<file path="config.mk">
export PLATFORM = sky130hd
export DESIGN_NAME = link_speed_negotiation_timers
export DESIGN_NICKNAME = d
export VERILOG_FILES = /design/src/verilog/ms_tick_gen.v /design/src/verilog/link_speed_negotiation_timers.v
export VERILOG_INCLUDE_DIRS = /design/src /design/src/verilog
export SDC_FILE = /design/constraint.sdc
export NUM_CORES = 1
export LEC_CHECK = 0
export ABC_AREA = 1
export BUFFER_PORTS_ARGS = -buffer_cell sky130_fd_sc_hd__buf_4
export CORE_MARGIN = 5
export CORE_UTILIZATION = 45
export CTS_CLUSTER_DIAMETER = 40
export DETAILED_ROUTE_END_ITERATION = 10
export GPL_TIMING_DRIVEN = 0
export SETUP_SLACK_MARGIN = 0.15
export SYNTH_ARGS = -nofsm -noshare
export SYNTH_HDL_FRONTEND = slang
export SYNTH_HIERARCHICAL = 1
export SYNTH_SLANG_ARGS = --single-unit
</file>
<file path="constraint.sdc">
create_clock -name sys_clk -period 2.7 [get_ports sys_clk]
set_clock_uncertainty 0.2 [all_clocks]
set_input_delay 0.405 -clock sys_clk [delete_from_list [all_inputs] [get_ports sys_clk]]
set_output_delay 0.405 -clock sys_clk [all_outputs]
set_load 0.02 [all_outputs]
</file>
<file path="src/verilog/neg_timer_map.vh">
// Timing constants for the link speed negotiation timers.
// Assumes a 250 MHz system clock; all timers count millisecond ticks.
`ifndef NEG_TIMER_MAP_VH
`define NEG_TIMER_MAP_VH
`define CLK_FREQ_KHZ 250000
`define TICK_DIV_CYCLES (`CLK_FREQ_KHZ)
`define T_NCYCL_MS 1652
`define T_NCINIT_MS 370
`define T_FAIL_MS 1620
`define T_SLEEP_MS 5000
`define T_WAKE_MS 900
`define T_RXCYCL_MIN_MS 2
`define T_RXCYCL_MAX_MS 30
`define T_RXCYCL_MS 30
`define T_TXCYCL_MS 154
`define MS_W 13
`endif

</file>
<file path="src/verilog/ms_tick_gen.v">
// Millisecond tick divider.
// Assumes one free-running system clock and synchronous reset.
`timescale 1ns/1ps
module ms_tick_gen #(
	parameter DIV = 250000
) (
	// Clock and reset
	input wire sys_clk,
	input wire rst,
	// Tick
	output reg tick
);
// Count width holds the 1 ms divide at 250 MHz
localparam [31:0] LAST_FULL = DIV - 1;
localparam [17:0] LAST = LAST_FULL[17:0];
reg [17:0] cnt_reg;
always @(posedge sys_clk) begin
	if (rst) begin
		cnt_reg <= 18'h00000;
		tick <= 1'b0;
	end else if (cnt_reg == LAST) begin
		cnt_reg <= 18'h00000;
		tick <= 1'b1;
	end else begin
		cnt_reg <= cnt_reg + 18'h00001;
		tick <= 1'b0;
	end
end
endmodule

</file>
<file path="src/verilog/link_speed_negotiation_timers.v">
// Speed negotiation timers: speed recording, watchdog, receiver stepping and slow-wait.
// Assumes inputs synchronous to sys_clk; the negotiation sequencer drives stage and events.
//
// Summary of operation
// After the speed-recording timer expires the transmit list may shrink to detected speeds.
// The speed-recording timer expires 1652 ms after it starts counting from zero.
// Without the 370 ms preload the watchdog expires before the speed-recording timer can expire with nothing recorded.
// Entry into master negotiation by loss of signal going false starts the timer, records nothing.
// Entry by a passed sync test records the speed at which the test passed.
// On entry in state 12 or 5B the speed-recording counter is preloaded with 370 ms.
// The slow-wait sleep phase lasts at most 5000 ms, then fast searching resumes.
// Each slow-wait transmit speed lasts between the master transmit cycle and that plus one rx cycle.
// Slow-wait transmit speed changes on one elapsed-time compare made once per rx cycle.
// During slow-wait sleep the receiver steps at the slow transmit cycling rate.
// Slow-wait periodically wakes into fast receiver cycling for at least 900 ms.
// Receiver speed steps use a receiver cycle time between 2 ms and 30 ms.
// The watchdog restarts negotiation after 1620 ms without a passed sync test; the code counts it only while the speed-recording timer runs.
// All timers count a derived millisecond tick and restart with the algorithm.
`timescale 1ns/1ps
`include "neg_timer_map.vh"
module link_speed_negotiation_timers #(
	parameter SPEEDS = 4,
	parameter TICK_DIV = `TICK_DIV_CYCLES,
	parameter RXCYCL_MS = `T_RXCYCL_MS,
	parameter TXCYCL_MS = `T_TXCYCL_MS
) (
	// Clock and reset
	input wire sys_clk,
	input wire rst,
	// Algorithm control
	input wire restart,
	input wire slow_wait_active,
	input wire enter_master,
	input wire enter_by_los,
	input wire init_state_12_5b,
	input wire receive_loss_of_signal,
	input wire sync_pass,
	input wire [1:0] sync_speed,
	// Timer results
	output reg [SPEEDS-1:0] recorded_speeds,
	output reg [SPEEDS-1:0] tx_speed_list,
	output reg ncycl_expired,
	output reg watchdog_restart,
	output reg rx_step,
	output reg tx_step,
	output reg slow_wake,
	output reg [1:0] tx_speed
);

////////////////////////////////////////////////////////////////////////
localparam SW_OFF = 2'b00;
localparam SW_SLEEP = 2'b01;
localparam SW_WAKE = 2'b10;
localparam [12:0] NCYCL = `T_NCYCL_MS;
localparam [12:0] NCINIT = `T_NCINIT_MS;
localparam [12:0] FAIL = `T_FAIL_MS;
localparam [12:0] SLEEP = `T_SLEEP_MS;
localparam [12:0] WAKE = `T_WAKE_MS;
localparam [12:0] RXC = (RXCYCL_MS < `T_RXCYCL_MIN_MS) ? `T_RXCYCL_MIN_MS :
	(RXCYCL_MS > `T_RXCYCL_MAX_MS) ? `T_RXCYCL_MAX_MS : RXCYCL_MS;
localparam [12:0] TXC = TXCYCL_MS;

function [SPEEDS-1:0] onehot;
	input [1:0] sp;
	begin
		onehot = {{(SPEEDS-1){1'b0}}, 1'b1} << sp;
	end
endfunction

// Counters hold ticks already seen; the tick in hand is the next one
function reached;
	input [12:0] cnt;
	input [12:0] lim;
	begin
		reached = (cnt + 13'h0001 >= lim);
	end
endfunction

wire tick;
reg [12:0] nc_reg;
reg nc_run_reg;
reg [12:0] wd_reg;
reg [12:0] rx_reg;
reg [12:0] tx_reg;
reg [12:0] sw_reg;
reg [1:0] sw_state_reg;
wire clr = rst | restart;
wire rx_due = tick && reached(rx_reg, RXC);
// A sync pass without signal present cannot be genuine
wire sync_ok = sync_pass && !receive_loss_of_signal;
// Expiry shrinks to the record including a pass in the same cycle
wire [SPEEDS-1:0] rec_next = sync_ok ? (recorded_speeds | onehot(sync_speed)) :
	recorded_speeds;

ms_tick_gen #(.DIV(TICK_DIV)) u_tick (
	.sys_clk(sys_clk),
	.rst(rst),
	.tick(tick)
);

////////////////////////////////////////////////////////////////////////
// Speed recording
always @(posedge sys_clk) begin
	if (clr) begin
		nc_reg <= 13'h0000;
		nc_run_reg <= 1'b0;
		recorded_speeds <= {SPEEDS{1'b0}};
		tx_speed_list <= {SPEEDS{1'b1}};
		ncycl_expired <= 1'b0;
	end else if (enter_master) begin
		nc_run_reg <= 1'b1;
		nc_reg <= init_state_12_5b ? NCINIT : 13'h0000;
		ncycl_expired <= 1'b0;
		if (enter_by_los)
			recorded_speeds <= {SPEEDS{1'b0}};
		else
			recorded_speeds <= onehot(sync_speed);
	end else begin
		recorded_speeds <= rec_next;
		if (nc_run_reg && tick) begin
			if (reached(nc_reg, NCYCL)) begin
				nc_run_reg <= 1'b0;
				ncycl_expired <= 1'b1;
				// Empty record at expiry keeps the current transmit list
				if (rec_next != {SPEEDS{1'b0}})
					tx_speed_list <= rec_next;
			end else begin
				nc_reg <= nc_reg + 13'h0001;
			end
		end
	end
end

////////////////////////////////////////////////////////////////////////
// Watchdog between passed sync tests
always @(posedge sys_clk) begin
	if (clr || sync_ok || !nc_run_reg) begin
		wd_reg <= 13'h0000;
		watchdog_restart <= 1'b0;
	end else if (tick) begin
		if (reached(wd_reg, FAIL)) begin
			wd_reg <= 13'h0000;
			watchdog_restart <= 1'b1;
		end else begin
			wd_reg <= wd_reg + 13'h0001;
			watchdog_restart <= 1'b0;
		end
	end else begin
		watchdog_restart <= 1'b0;
	end
end

////////////////////////////////////////////////////////////////////////
// Receiver cycle and slow-wait transmit delay
always @(posedge sys_clk) begin
	if (clr) begin
		rx_reg <= 13'h0000;
		tx_reg <= 13'h0000;
		rx_step <= 1'b0;
		tx_step <= 1'b0;
		tx_speed <= 2'b00;
	end else begin
		rx_step <= 1'b0;
		tx_step <= 1'b0;
		if (tick)
			rx_reg <= rx_due ? 13'h0000 : rx_reg + 13'h0001;
		// Idle outside slow-wait so the first speed there gets a full delay
		if (!slow_wait_active)
			tx_reg <= 13'h0000;
		else if (tick)
			tx_reg <= tx_reg + 13'h0001;
		if (rx_due) begin
			// One compare per rx cycle keeps delay within one rx cycle
			if (slow_wait_active && tx_reg >= TXC) begin
				tx_reg <= 13'h0000;
				tx_step <= 1'b1;
				tx_speed <= tx_speed + 2'b01;
				if (sw_state_reg == SW_SLEEP)
					rx_step <= 1'b1;
			end
			if (!slow_wait_active || sw_state_reg == SW_WAKE)
				rx_step <= 1'b1;
		end
	end
end

////////////////////////////////////////////////////////////////////////
// Slow-wait sleep and wake phases
always @(posedge sys_clk) begin
	if (clr || !slow_wait_active) begin
		sw_state_reg <= SW_OFF;
		sw_reg <= 13'h0000;
		slow_wake <= 1'b0;
	end else begin
		case (sw_state_reg)
		SW_OFF: begin
			sw_state_reg <= SW_SLEEP;
			sw_reg <= 13'h0000;
		end
		SW_SLEEP: begin
			if (tick) begin
				if (reached(sw_reg, SLEEP)) begin
					sw_state_reg <= SW_WAKE;
					sw_reg <= 13'h0000;
					slow_wake <= 1'b1;
				end else begin
					sw_reg <= sw_reg + 13'h0001;
				end
			end
		end
		SW_WAKE: begin
			if (tick) begin
				if (reached(sw_reg, WAKE)) begin
					sw_state_reg <= SW_SLEEP;
					sw_reg <= 13'h0000;
					slow_wake <= 1'b0;
				end else begin
					sw_reg <= sw_reg + 13'h0001;
				end
			end
		end
		default: sw_state_reg <= SW_OFF;
		endcase
	end
end

endmodule

</file>
==> results of run 1 <==
power groups by stage:
stage / combinational (mW) / sequential (mW) / clock, mW
2_1_floorplan: 0.0735 / 1.55 / 0
3_3_place_gp: 0.112 / 1.55 / 0
3_5_place_dp: 0.114 / 1.55 / 0
4_1_cts: 0.115 / 1.52 / 1.31
5_1_grt: 0.127 / 1.52 / 1.37
6_report: 0.113 / 1.52 / 1.26
what timing repair did:
| item | CTS | global route |
|---|---|---|
| endpoints found under the setup margin | 0 | 5 |
| setup buffers | 0 | 0 |
| resized for setup | 0 | 1 |
final timing paths:
kind                 start       endpoint  slack, ns  cells past startpoint
max reg2reg      sw_reg[1]      sw_reg[8]       0.39                     14
min reg2reg  ncycl_expired  ncycl_expired       0.26                      2
min                    rst    u_tick/tick       0.04                      2
max              sw_reg[1]      sw_reg[8]       0.39                     14
cells by family (layout without fill, tap and decap cells):
family	after synthesis	count (layout)	synth area share
adders and majority gates	12	12	0.0267
DFF	102	102	0.364
xor gates and xnor gates	41	41	0.0640
AOI/OAI and AO/OA	78	78	0.0747
buffers and inverters	119	160	0.0865
muxes	1	1	0.00178
and+or+nand+nor	471	471	0.383
layer usage:
layer	share of wire	global-route usage	vias up	routed length, µm
met5	0	0	-	0
met4	0.013	0.0469	0	152
met3	0.047	0.0450	14	562
met2	0.45	0.270	82	5390
met1	0.49	0.220	2366	5900
li1	-	-	2701	-
cell type report:
| cell class | count | area share |
|---|---|---|
| Buffer | 15 | 0.0151 |
| Clock buffer | 10 | 0.0379 |
| Clock inverter | 6 | 0.00873 |
| Inverter | 104 | 0.0619 |
| Multi-Input combinational cell | 603 | 0.489 |
| Sequential cell | 102 | 0.324 |
| Tap cell | 168 | 0.0333 |
| Timing Repair Buffer | 25 | 0.0298 |
worst max-delay path, cell delays in order (launching register included):
cell and delay, ns:
dfxtp_1 0.40, ha_1 0.25, nand2_1 0.08, nor2_1 0.23
nand2_1 0.10, nand2_1 0.07, nand2_1 0.06, nor2_1 0.15
nand3_1 0.11, nand2_1 0.09, nand2_1 0.09, nand2_4 0.11
inv_1 0.11, nand2_1 0.08, a21oi_1 0.05
Yosys cell counts (4+ instances only):
library cell / instances
nor3_1: 22
ha_1: 12
xor2_1: 29
nand2_2: 7
nand3_1: 69
nand4_1: 21
nor2_2: 16
xnor2_1: 12
nand2_1: 209
inv_1: 100
a21oi_1: 44
nor2_4: 6
nand3_2: 4
o32ai_1: 4
o21ai_0: 23
dfxtp_1: 102
nor2_1: 103
clkbuf_1: 9
through the flow:
stage               setup slack [ns]  power [mW]
floorplan                      0.672        1.63
global placement               0.278        1.67
detailed placement             0.283        1.67
CTS                            0.302        2.95
global route                   0.152        3.02
finish                         0.388        2.90
==> metrics.yaml, run 1 <==
die:
  die_w_um: 122
  num_io_pins: 26
  dieArea_um2: 14800
  dieHeight_um: 122
  rows: 40
  fp.coreArea_um2: 12100
  initial_core_util: 0.464
drt:
  wl_per_cell_um: 11.6
  dr.pass1.iters: 4
  antenna_left: 0
  viasPerCell: 5.00
  first_iter_violations: 286
  drt_wl_total_um: 12000
  vias: 5163
  drcViolationCount: 0
global_route:
  grt_max_degree: 19
  grt_util_all_layers: 0.167
  grt_pass1_wl_um: 20500
  grt_overflow: 0
  antenna_found_initial: 0
  grt_pass1_vias: 4675
yosys:
  syn_area_um2: 5610
  synth_area_leaders: "dfxtp_1 36%, nand2_1 14%, nor2_1 6.9%"
  synth-edff-count: 0
  ys_warn_count: 6
  syn-instance-count: 824
  synth_top_flop_cell: "dfxtp_1"
  yosysSeqAreaShare: 0.364
  synth_async_sr_flop_share: 0
  ys_types: 37
  yosysTopAreaCell: "dfxtp_1"
  synth.avg_cell_area_um2: 6.81
  ys_ff_latch: 102
  synth_top_cell_area_share: 0.364
  synth_nets: 847
cells_and_area:
  num-nets-final: 883
  largest_reg_flops: 18
  multi_input_area_um2: 3090
  final_cell_mix: "209 x nand2_1, 103 x nor2_1, 101 x dfxtp_1, 100 x inv_1, 69 x nand3_1"
  fin_util: 0.521
  area_growth_pct: 12.3
  drive_above_1_share: 0.106
  stdcell_count: 1033
  diodes: 0
  stdcell_area_um2: 6310
  final_common_cell: "nand2_1"
  seq_area_um2: 2040
  fillers: 1248
power_and_ir_drop:
  power_density_nw_per_um2: 459
  p_comb_frac: 0.039
  power_frac_clock: 0.436
  ir_worst_vdd_mv: 0.331
  p_seq_frac: 0.525
  swShare: 0.234
  p_int_mw: 2.22
  leakage_nw: 2.38
  switching_power_mw: 0.678
run_status:
  outcome: "finished, final reports clean"
sta:
  slew_viol_final: 0
  hold_slack_ns: 0.0436
  max_freq_mhz: 433
  min_period_over_period: 0.856
  fin_setup_tns_ns: 0
  hold_violations: 0
  maxSlewHeadroom: 0.646
  finalSetupViolCount: 0
  tightest_slew_ns: 0.530
  fin_crit_ns: 2.31
  rsz0062_at_grt: "false"
job:
  max-cap-violations: 0
setup_path:
  path_max_fanout: 7
  critPathArrivalTime_ns: 2.33
  end_kind: "register"
  critPathKind: "register to register"
  start_kind: "register"
  cp.required_ns: 2.72
clock_network:
  cts_tree: "built"
  root_buffer: "clkbuf_16"
  cts_sinks: 102
  insertion_delay_ns: 0.35
  clock_path_buffers: 2
  htreeDepth: 3
  cts_hold_repair.buffers: 0
  cts_buffers: 9
  path_clk_slew_ns: 0.07
placement:
  port_buffers: 25
  dpl.hpwl_um: 9020
  gp_congestion: 0.859
  dpl-instance-area_um2: 6010
  dpl.cell_count: 1017
min_path:
  hold_class: "input pin to register"
No activity file was read; power rests on OpenSTA's default activity.
==> inputs of run 2 (changes only) <==
--- a/config.mk
+++ b/config.mk
@@ -7,11 +7,11 @@
 export NUM_CORES = 1
 export LEC_CHECK = 0
 export ABC_AREA = 1
-export BUFFER_PORTS_ARGS = -buffer_cell sky130_fd_sc_hd__buf_4
 export CORE_MARGIN = 5
 export CORE_UTILIZATION = 45
 export CTS_CLUSTER_DIAMETER = 40
 export DETAILED_ROUTE_END_ITERATION = 10
+export DONT_BUFFER_PORTS = 1
 export GPL_TIMING_DRIVEN = 0
 export SETUP_SLACK_MARGIN = 0.15
 export SYNTH_ARGS = -nofsm -noshare
==> run 2 against run 1 <==
Critical path type unchanged. Worst setup slack better by 0.022 ns. Critical path depth down 1. Fmax up 0.98%. Flip-flop and latch count unchanged. Power up 1.6%. Register-to-register slack better by 0.02 ns. Largest cell class unchanged. Largest power group unchanged. Wire length down 1.1%. Worst hold slack better by 0.017 ns. Final cell count down 2.1%.
==> metrics.yaml, run 2 (same netlist as run 1, synthesis figures left out) <==
cells_and_area:
  fillers: 1279  # was 1248
  diodes: 0  # unchanged
  stdcell_area_um2: 6160  # was 6310 µm²
  largest_reg_flops: 18  # unchanged
  multi_input_area_um2: 3090  # unchanged
  area_growth_pct: 9.65  # was 12.3%
  drive_above_1_share: 0.0795  # was 0.106
  final_common_cell: "nand2_1"  # unchanged
  final_cell_mix: "209 x nand2_1, 103 x nor2_1, 100 x inv_1, 100 x dfxtp_1, 69 x nand3_1"  # was 209 x nand2_1, 103 x nor2_1, 101 x dfxtp_1, 100 x inv_1, 69 x nand3_1
  seq_area_um2: 2040  # about the same
  num-nets-final: 861  # was 883
power_and_ir_drop:
  ir_worst_vdd_mv: 0.435  # was 0.331 mV
  power_density_nw_per_um2: 478  # was 459 nW/µm²
  leakage_nw: 2.25  # was 2.38 nW
clock_network:
  cts_setup_buffers: 0  # unchanged
  cts_sinks: 102  # unchanged
  clock_path_buffers: 2  # unchanged
  insertion_delay_ns: 0.35  # about the same
  cts_tree: "built"  # unchanged
  root_buffer: "clkbuf_16"  # unchanged
  path_clk_slew_ns: 0.07  # about the same
  htreeDepth: 3  # unchanged
  cts_buffers: 9  # unchanged
drt:
  first_iter_violations: 193  # was 286
  dr.pass1.iters: 4  # unchanged
  wl_per_cell_um: 11.8  # was 11.6 µm
  viasPerCell: 4.96  # was 5.00
  vias: 5014  # was 5163
  drcViolationCount: 0  # unchanged
  antenna_left: 0  # unchanged
  drt_wl_total_um: 11900  # was 12000 µm
sta:
  fin_crit_ns: 2.29  # was 2.31 ns
  min_period_over_period: 0.848  # was 0.856
  slew_viol_final: 0  # unchanged
  fin_setup_tns_ns: 0  # unchanged
  finalSetupViolCount: 0  # unchanged
  tightest_slew_ns: 0.561  # was 0.530 ns
  max_freq_mhz: 437  # was 433 MHz
  fin_ws_ns: 0.411  # was 0.388 ns
  maxSlewHeadroom: 0.626  # was 0.646
  rsz0062_at_grt: "false"  # unchanged
  hold_violations: 0  # unchanged
  hold_slack_ns: 0.0607  # was 0.0436 ns
placement:
  dpl.hpwl_um: 8800  # was 9020 µm
  port_buffers: 0  # was 25
  gp_congestion: 0.840  # was 0.859
  post-place-ws_ns: 0.338  # was 0.283 ns
  dpl-instance-area_um2: 5820  # was 6010 µm²
min_path:
  hold_class: "input pin to register"  # unchanged
  min_from: "rst"  # unchanged
  hold_depth: 3  # was 2
  whs_endpoint: "u_tick/cnt_reg[14]"  # was u_tick/tick
setup_path:
  critPathKind: "register to register"  # unchanged
  worstReg2RegStart: "nc_reg[0]"  # was sw_reg[1]
  start_kind: "register"  # unchanged
  path_max_fanout: 10  # was 7
  cp.required_ns: 2.74  # was 2.72 ns
  reg2reg_to: "nc_reg[10]"  # was sw_reg[8]
  r2r_slack_ns: 0.41  # was 0.39 ns
  r2r_cells: 13  # was 14
  end_kind: "register"  # unchanged
  critPathArrivalTime_ns: 2.33  # about the same
die:
  rows: 40  # unchanged
  fp.coreArea_um2: 12100  # unchanged
  initial_core_util: 0.464  # unchanged
  die_w_um: 122  # unchanged
  dieArea_um2: 14800  # unchanged
  num_io_pins: 26  # unchanged
  dieHeight_um: 122  # unchanged
global_route:
  grt_overflow: 0  # unchanged
  grt_max_degree: 18  # was 19
  antenna_found_initial: 0  # unchanged
  grt_pass1_wl_um: 20300  # was 20500 µm
  grt_util_all_layers: 0.166  # was 0.167
  grt_pass1_vias: 4582  # was 4675
job:
  max-cap-violations: 0  # unchanged
run_status:
  outcome: "finished, final reports clean"  # unchanged
-- run 2: power by group --
part	leakage, nW	internal [mW]	switching [mW]
logic	1.30	0.0306	0.0683
registers	0.824	1.51	0.00977
clock network	0.136	0.726	0.594
total	2.25	2.27	0.672
-- run 2: metal layers --
metal | up-vias | part of all wire | track usage
met5 | - | 0 | 0
met4 | 0 | 0.0032 | 0.0315
met3 | 2 | 0.048 | 0.0613
met2 | 70 | 0.48 | 0.280
met1 | 2281 | 0.47 | 0.203
li1 | 2661 | - | -
-- run 2: worst max-delay path, stage by stage (launching register included) --
cell     delay (ns)
dfxtp_2        0.40
ha_1           0.20
nand2_1        0.09
nor2_2         0.22
nand2_1        0.14
nand3_1        0.11
nor2_1         0.05
nand2_1        0.05
nand2_1        0.05
nand2_1        0.08
nand3_2        0.19
buf_6          0.22
a21oi_1        0.11
nor2_1         0.06
-- run 2: worst max-delay path by stage --
stage / from / slack, ns / cells past startpoint / endpoint
floorplan: nc_reg[0] / 0.67 / 10 / nc_reg[10]
global placement: nc_reg[0] / 0.35 / 13 / nc_reg[10]
detailed placement: nc_reg[0] / 0.34 / 13 / nc_reg[10]
CTS: nc_reg[0] / 0.31 / 13 / nc_reg[10]
global route: sw_reg[1] / 0.22 / 14 / sw_reg[6]
finish: nc_reg[0] / 0.41 / 13 / nc_reg[10]
-- run 2: metrics by stage --
step | utilization | power (mW) | std cells
6_report | 0.508 | 2.94 | 1011
4_1_cts | 0.508 | 3.00 | 1011
2_1_floorplan | - | 1.63 | 824
3_3_place_gp | 0.481 | 1.65 | 992
5_1_grt | 0.508 | 3.07 | 1011
3_5_place_dp | 0.481 | 1.65 | 992
-- run 2: final cells by class --
| class | instances | share of cell area |
|---|---|---|
| clock inverters | 6 | 0.0114 |
| repair buffers | 3 | 0.00488 |
| multi-input cells | 603 | 0.501 |
| well taps | 168 | 0.0341 |
| plain buffers | 15 | 0.0154 |
| clock buffers | 10 | 0.0372 |
| inverters | 104 | 0.0634 |
| flip-flops and latches | 102 | 0.332 |
-- run 2: what timing repair did --
action                     4_1_cts  5_1_grt
resized for setup                0        2
setup endpoints to repair        0        7
hold endpoints to repair         5        0
hold buffers                     3        0
==> inputs of run 3 (changes only) <==
==> constraint.sdc (replaced) <==
create_clock -name sys_clk -period 2 [get_ports sys_clk]
set_clock_uncertainty 0.2 [all_clocks]
set_input_delay 0.3 -clock sys_clk [delete_from_list [all_inputs] [get_ports sys_clk]]
set_output_delay 0.3 -clock sys_clk [all_outputs]
set_load 0.02 [all_outputs]
==> run 3 against run 2 <==
The flow now finishes with violations (negative setup slack). Wire length rose by 18%. Count of clock-buffer cells in the layout unchanged. Worst hold slack worse by 0.046 ns. Fmax up 8.1%. Power is 36% higher. Critical endpoint is now tx_reg[3]. Largest cell class unchanged. Largest power group unchanged.
==> metrics.yaml, run 3 (same netlist as run 1, synthesis figures left out) <==
run_status:
  outcome: "finished, violations left"  # was finished, final reports clean
  violations: "negative setup slack"
global_route:
  grt_overflow: 0  # unchanged
  antenna_found_initial: 0  # unchanged
  grt_pass1_vias: 5138  # was 4582
  grt_max_degree: 16  # was 18
  grt_pass1_wl_um: 22800  # was 20300 µm
  grt_util_all_layers: 0.189  # was 0.166
power_and_ir_drop:
  switching_power_mw: 0.895  # was 0.672 mW
  p_comb_frac: 0.050  # was 0.034
  p_seq_frac: 0.513  # was 0.517
  swShare: 0.225  # was 0.229
  ir_worst_vdd_mv: 0.565  # was 0.435 mV
  total_power_mw: 3.99  # was 2.94 mW
  leakage_nw: 2.84  # was 2.25 nW
  power_density_nw_per_um2: 540  # was 478 nW/µm²
  power_frac_clock: 0.438  # was 0.449
  p_int_mw: 3.09  # was 2.27 mW
die:
  num_io_pins: 26  # unchanged
  fp.coreArea_um2: 12100  # unchanged
  dieArea_um2: 14800  # unchanged
  die_w_um: 122  # unchanged
  rows: 40  # unchanged
  dieHeight_um: 122  # unchanged
  initial_core_util: 0.464  # unchanged
drt:
  wl_per_cell_um: 13.2  # was 11.8 µm
  antenna_left: 0  # unchanged
  viasPerCell: 5.08  # was 4.96
  drt_wl_total_um: 14000  # was 11900 µm
  first_iter_violations: 260  # was 193
  vias: 5395  # was 5014
  drcViolationCount: 0  # unchanged
  dr.pass1.iters: 6  # was 4
setup_path:
  critPathBufInv: 1  # unchanged
  critPathMaxStageDelay_ns: 0.37  # was 0.40 ns
  path_max_fanout: 5  # was 10
  critical_path.top_delay_family: "simple AND/OR/NAND/NOR gates"  # unchanged
  cp.required_ns: 2.10  # was 2.74 ns
  crit_chain: "ha_4, nand3_4, nor2_4, nand2_2, nor2_2, xor2_1, nand2_1, nor2_2, nand2_2, nand3_4, nand2_8, clkbuf_16, nor2_2"  # was ha_1, nand2_1, nor2_2, nand2_1, nand3_1, nor2_1, nand2_1, nand2_1, nand2_1, nand3_2, buf_6, a21oi_1, nor2_1
  worst_path_max_delay_cell: "dfxtp_4"  # was dfxtp_2
  end_kind: "register"  # unchanged
  critPathArrivalTime_ns: 2.22  # was 2.33 ns
  crit_top_cell: "nor2_2"  # was nand2_1
  start_kind: "register"  # unchanged
  critPathKind: "register to register"  # unchanged
cells_and_area:
  fillers: 1116  # was 1279
  largest_reg_flops: 18  # unchanged
  area_growth_pct: 31.4  # was 9.65%
  final_cell_mix: "169 x nand2_1, 96 x inv_1, 90 x nor2_1, 77 x dfxtp_1, 52 x nand3_1"  # was 209 x nand2_1, 103 x nor2_1, 100 x inv_1, 100 x dfxtp_1, 69 x nand3_1
  final_common_cell: "nand2_1"  # unchanged
  diodes: 0  # unchanged
  num-nets-final: 913  # was 861
  fin_util: 0.609  # was 0.508
  drive_above_1_share: 0.280  # was 0.0795
min_path:
  hold_class: "input pin to register"  # unchanged
sta:
  maxSlewHeadroom: 0.491  # was 0.626
  fin_crit_ns: 2.12  # was 2.29 ns
  fin_ws_ns: -0.118  # was 0.411 ns
  hold_slack_ns: 0.0142  # was 0.0607 ns
  tightest_slew_ns: 0.763  # was 0.561 ns
  slew_viol_final: 0  # unchanged
  finalSetupViolCount: 50  # was 0
  max_freq_mhz: 472  # was 437 MHz
  rsz0062_at_grt: "true"  # was false
  min_period_over_period: 1.06  # was 0.848
  hold_violations: 0  # unchanged
placement:
  gp_congestion: 0.877  # was 0.840
  dpl.hpwl_um: 9290  # was 8800 µm
  port_buffers: 0  # unchanged
clock_network:
  path_clk_slew_ns: 0.07  # about the same
  cts_sinks: 102  # unchanged
  clock_path_buffers: 2  # unchanged
  cts_tree: "built"  # unchanged
  insertion_delay_ns: 0.35  # about the same
  cts_buffers: 9  # unchanged
  htreeDepth: 3  # unchanged
  root_buffer: "clkbuf_16"  # unchanged
job:
  max-cap-violations: 0  # unchanged
run 3: changes by cell type in the layout (fill, tap and decap cells not counted), sizes merged:
| cell | delta |
|---|---|
| dlygate4sd3 | +3 |
| inv | -2 |
| buf | +47 |
| clkbuf | +1 |
| bufbuf | +1 |
| clkinv | +3 |
| clkinvlp | -3 |
run 3: final timing paths:
kind                      from                 end  slack (ns)  cells past startpoint
max                  rx_reg[1]           tx_reg[3]       -0.12                     13
min              sync_speed[1]  recorded_speeds[3]        0.01                      2
max reg2reg          rx_reg[1]           tx_reg[3]       -0.12                     13
min reg2reg  u_tick/cnt_reg[0]   u_tick/cnt_reg[0]        0.23                      1
run 3: power by group through the flow:
stage | logic [mW] | registers (mW) | clock network, mW
2_1_floorplan | 0.100 | 2.10 | 0
6_report | 0.197 | 2.04 | 1.75
3_5_place_dp | 0.128 | 2.10 | 0
5_1_grt | 0.215 | 2.04 | 1.89
3_3_place_gp | 0.127 | 2.10 | 0
4_1_cts | 0.171 | 2.04 | 1.81
run 3: final cells by class:
type,count,area [µm²],share of cell area
Multi-Input combinational cell,603,3720,0.504
Clock inverter,4,48.8,0.00661
Clock buffer,10,239,0.0324
Timing Repair Buffer,55,534,0.0724
Tap cell,168,210,0.0285
Buffer,15,125,0.0170
Sequential cell,102,2100,0.284
Inverter,104,405,0.0550
run 3: per-layer routing:
| metal | track usage | vias up | routed length [µm] |
|---|---|---|---|
| li1 | - | 2760 | - |
| met2 | 0.333 | 83 | 7030 |
| met1 | 0.223 | 2538 | 6180 |
| met3 | 0.0608 | 14 | 653 |
| met4 | 0.0483 | 0 | 138 |
| met5 | 0 | - | 0 |
run 3: timing repair:
item,4_1_cts,5_1_grt
gates cloned,2,1
resized for setup,100,84
setup buffers,34,12
hold buffers,6,0
endpoints found under the setup margin,78,81
pin swaps,51,34
hold endpoints to repair,12,0
run 3: worst reg2reg max path: cells and delay by family (launching register included):
kind	cells	cell delay, ns
xor+xnor	1	0.15
fa+ha+maj	1	0.15
buf+inv	1	0.20
flops	1	0.37
simple gates	10	1.00
run 3: metrics by stage:
step	setup TNS, ns	std cells	setup slack, ns	instance area, µm²
final	-2.80	1061	-0.118	7380
after global routing	-11.16	1061	-0.251	7380
after CTS	-0.199	1048	-0.0251	6950
after detailed placement	-8.05	992	-0.237	5960
after global placement	-5.78	992	-0.182	5960
after floorplan	0	824	0.109	5750
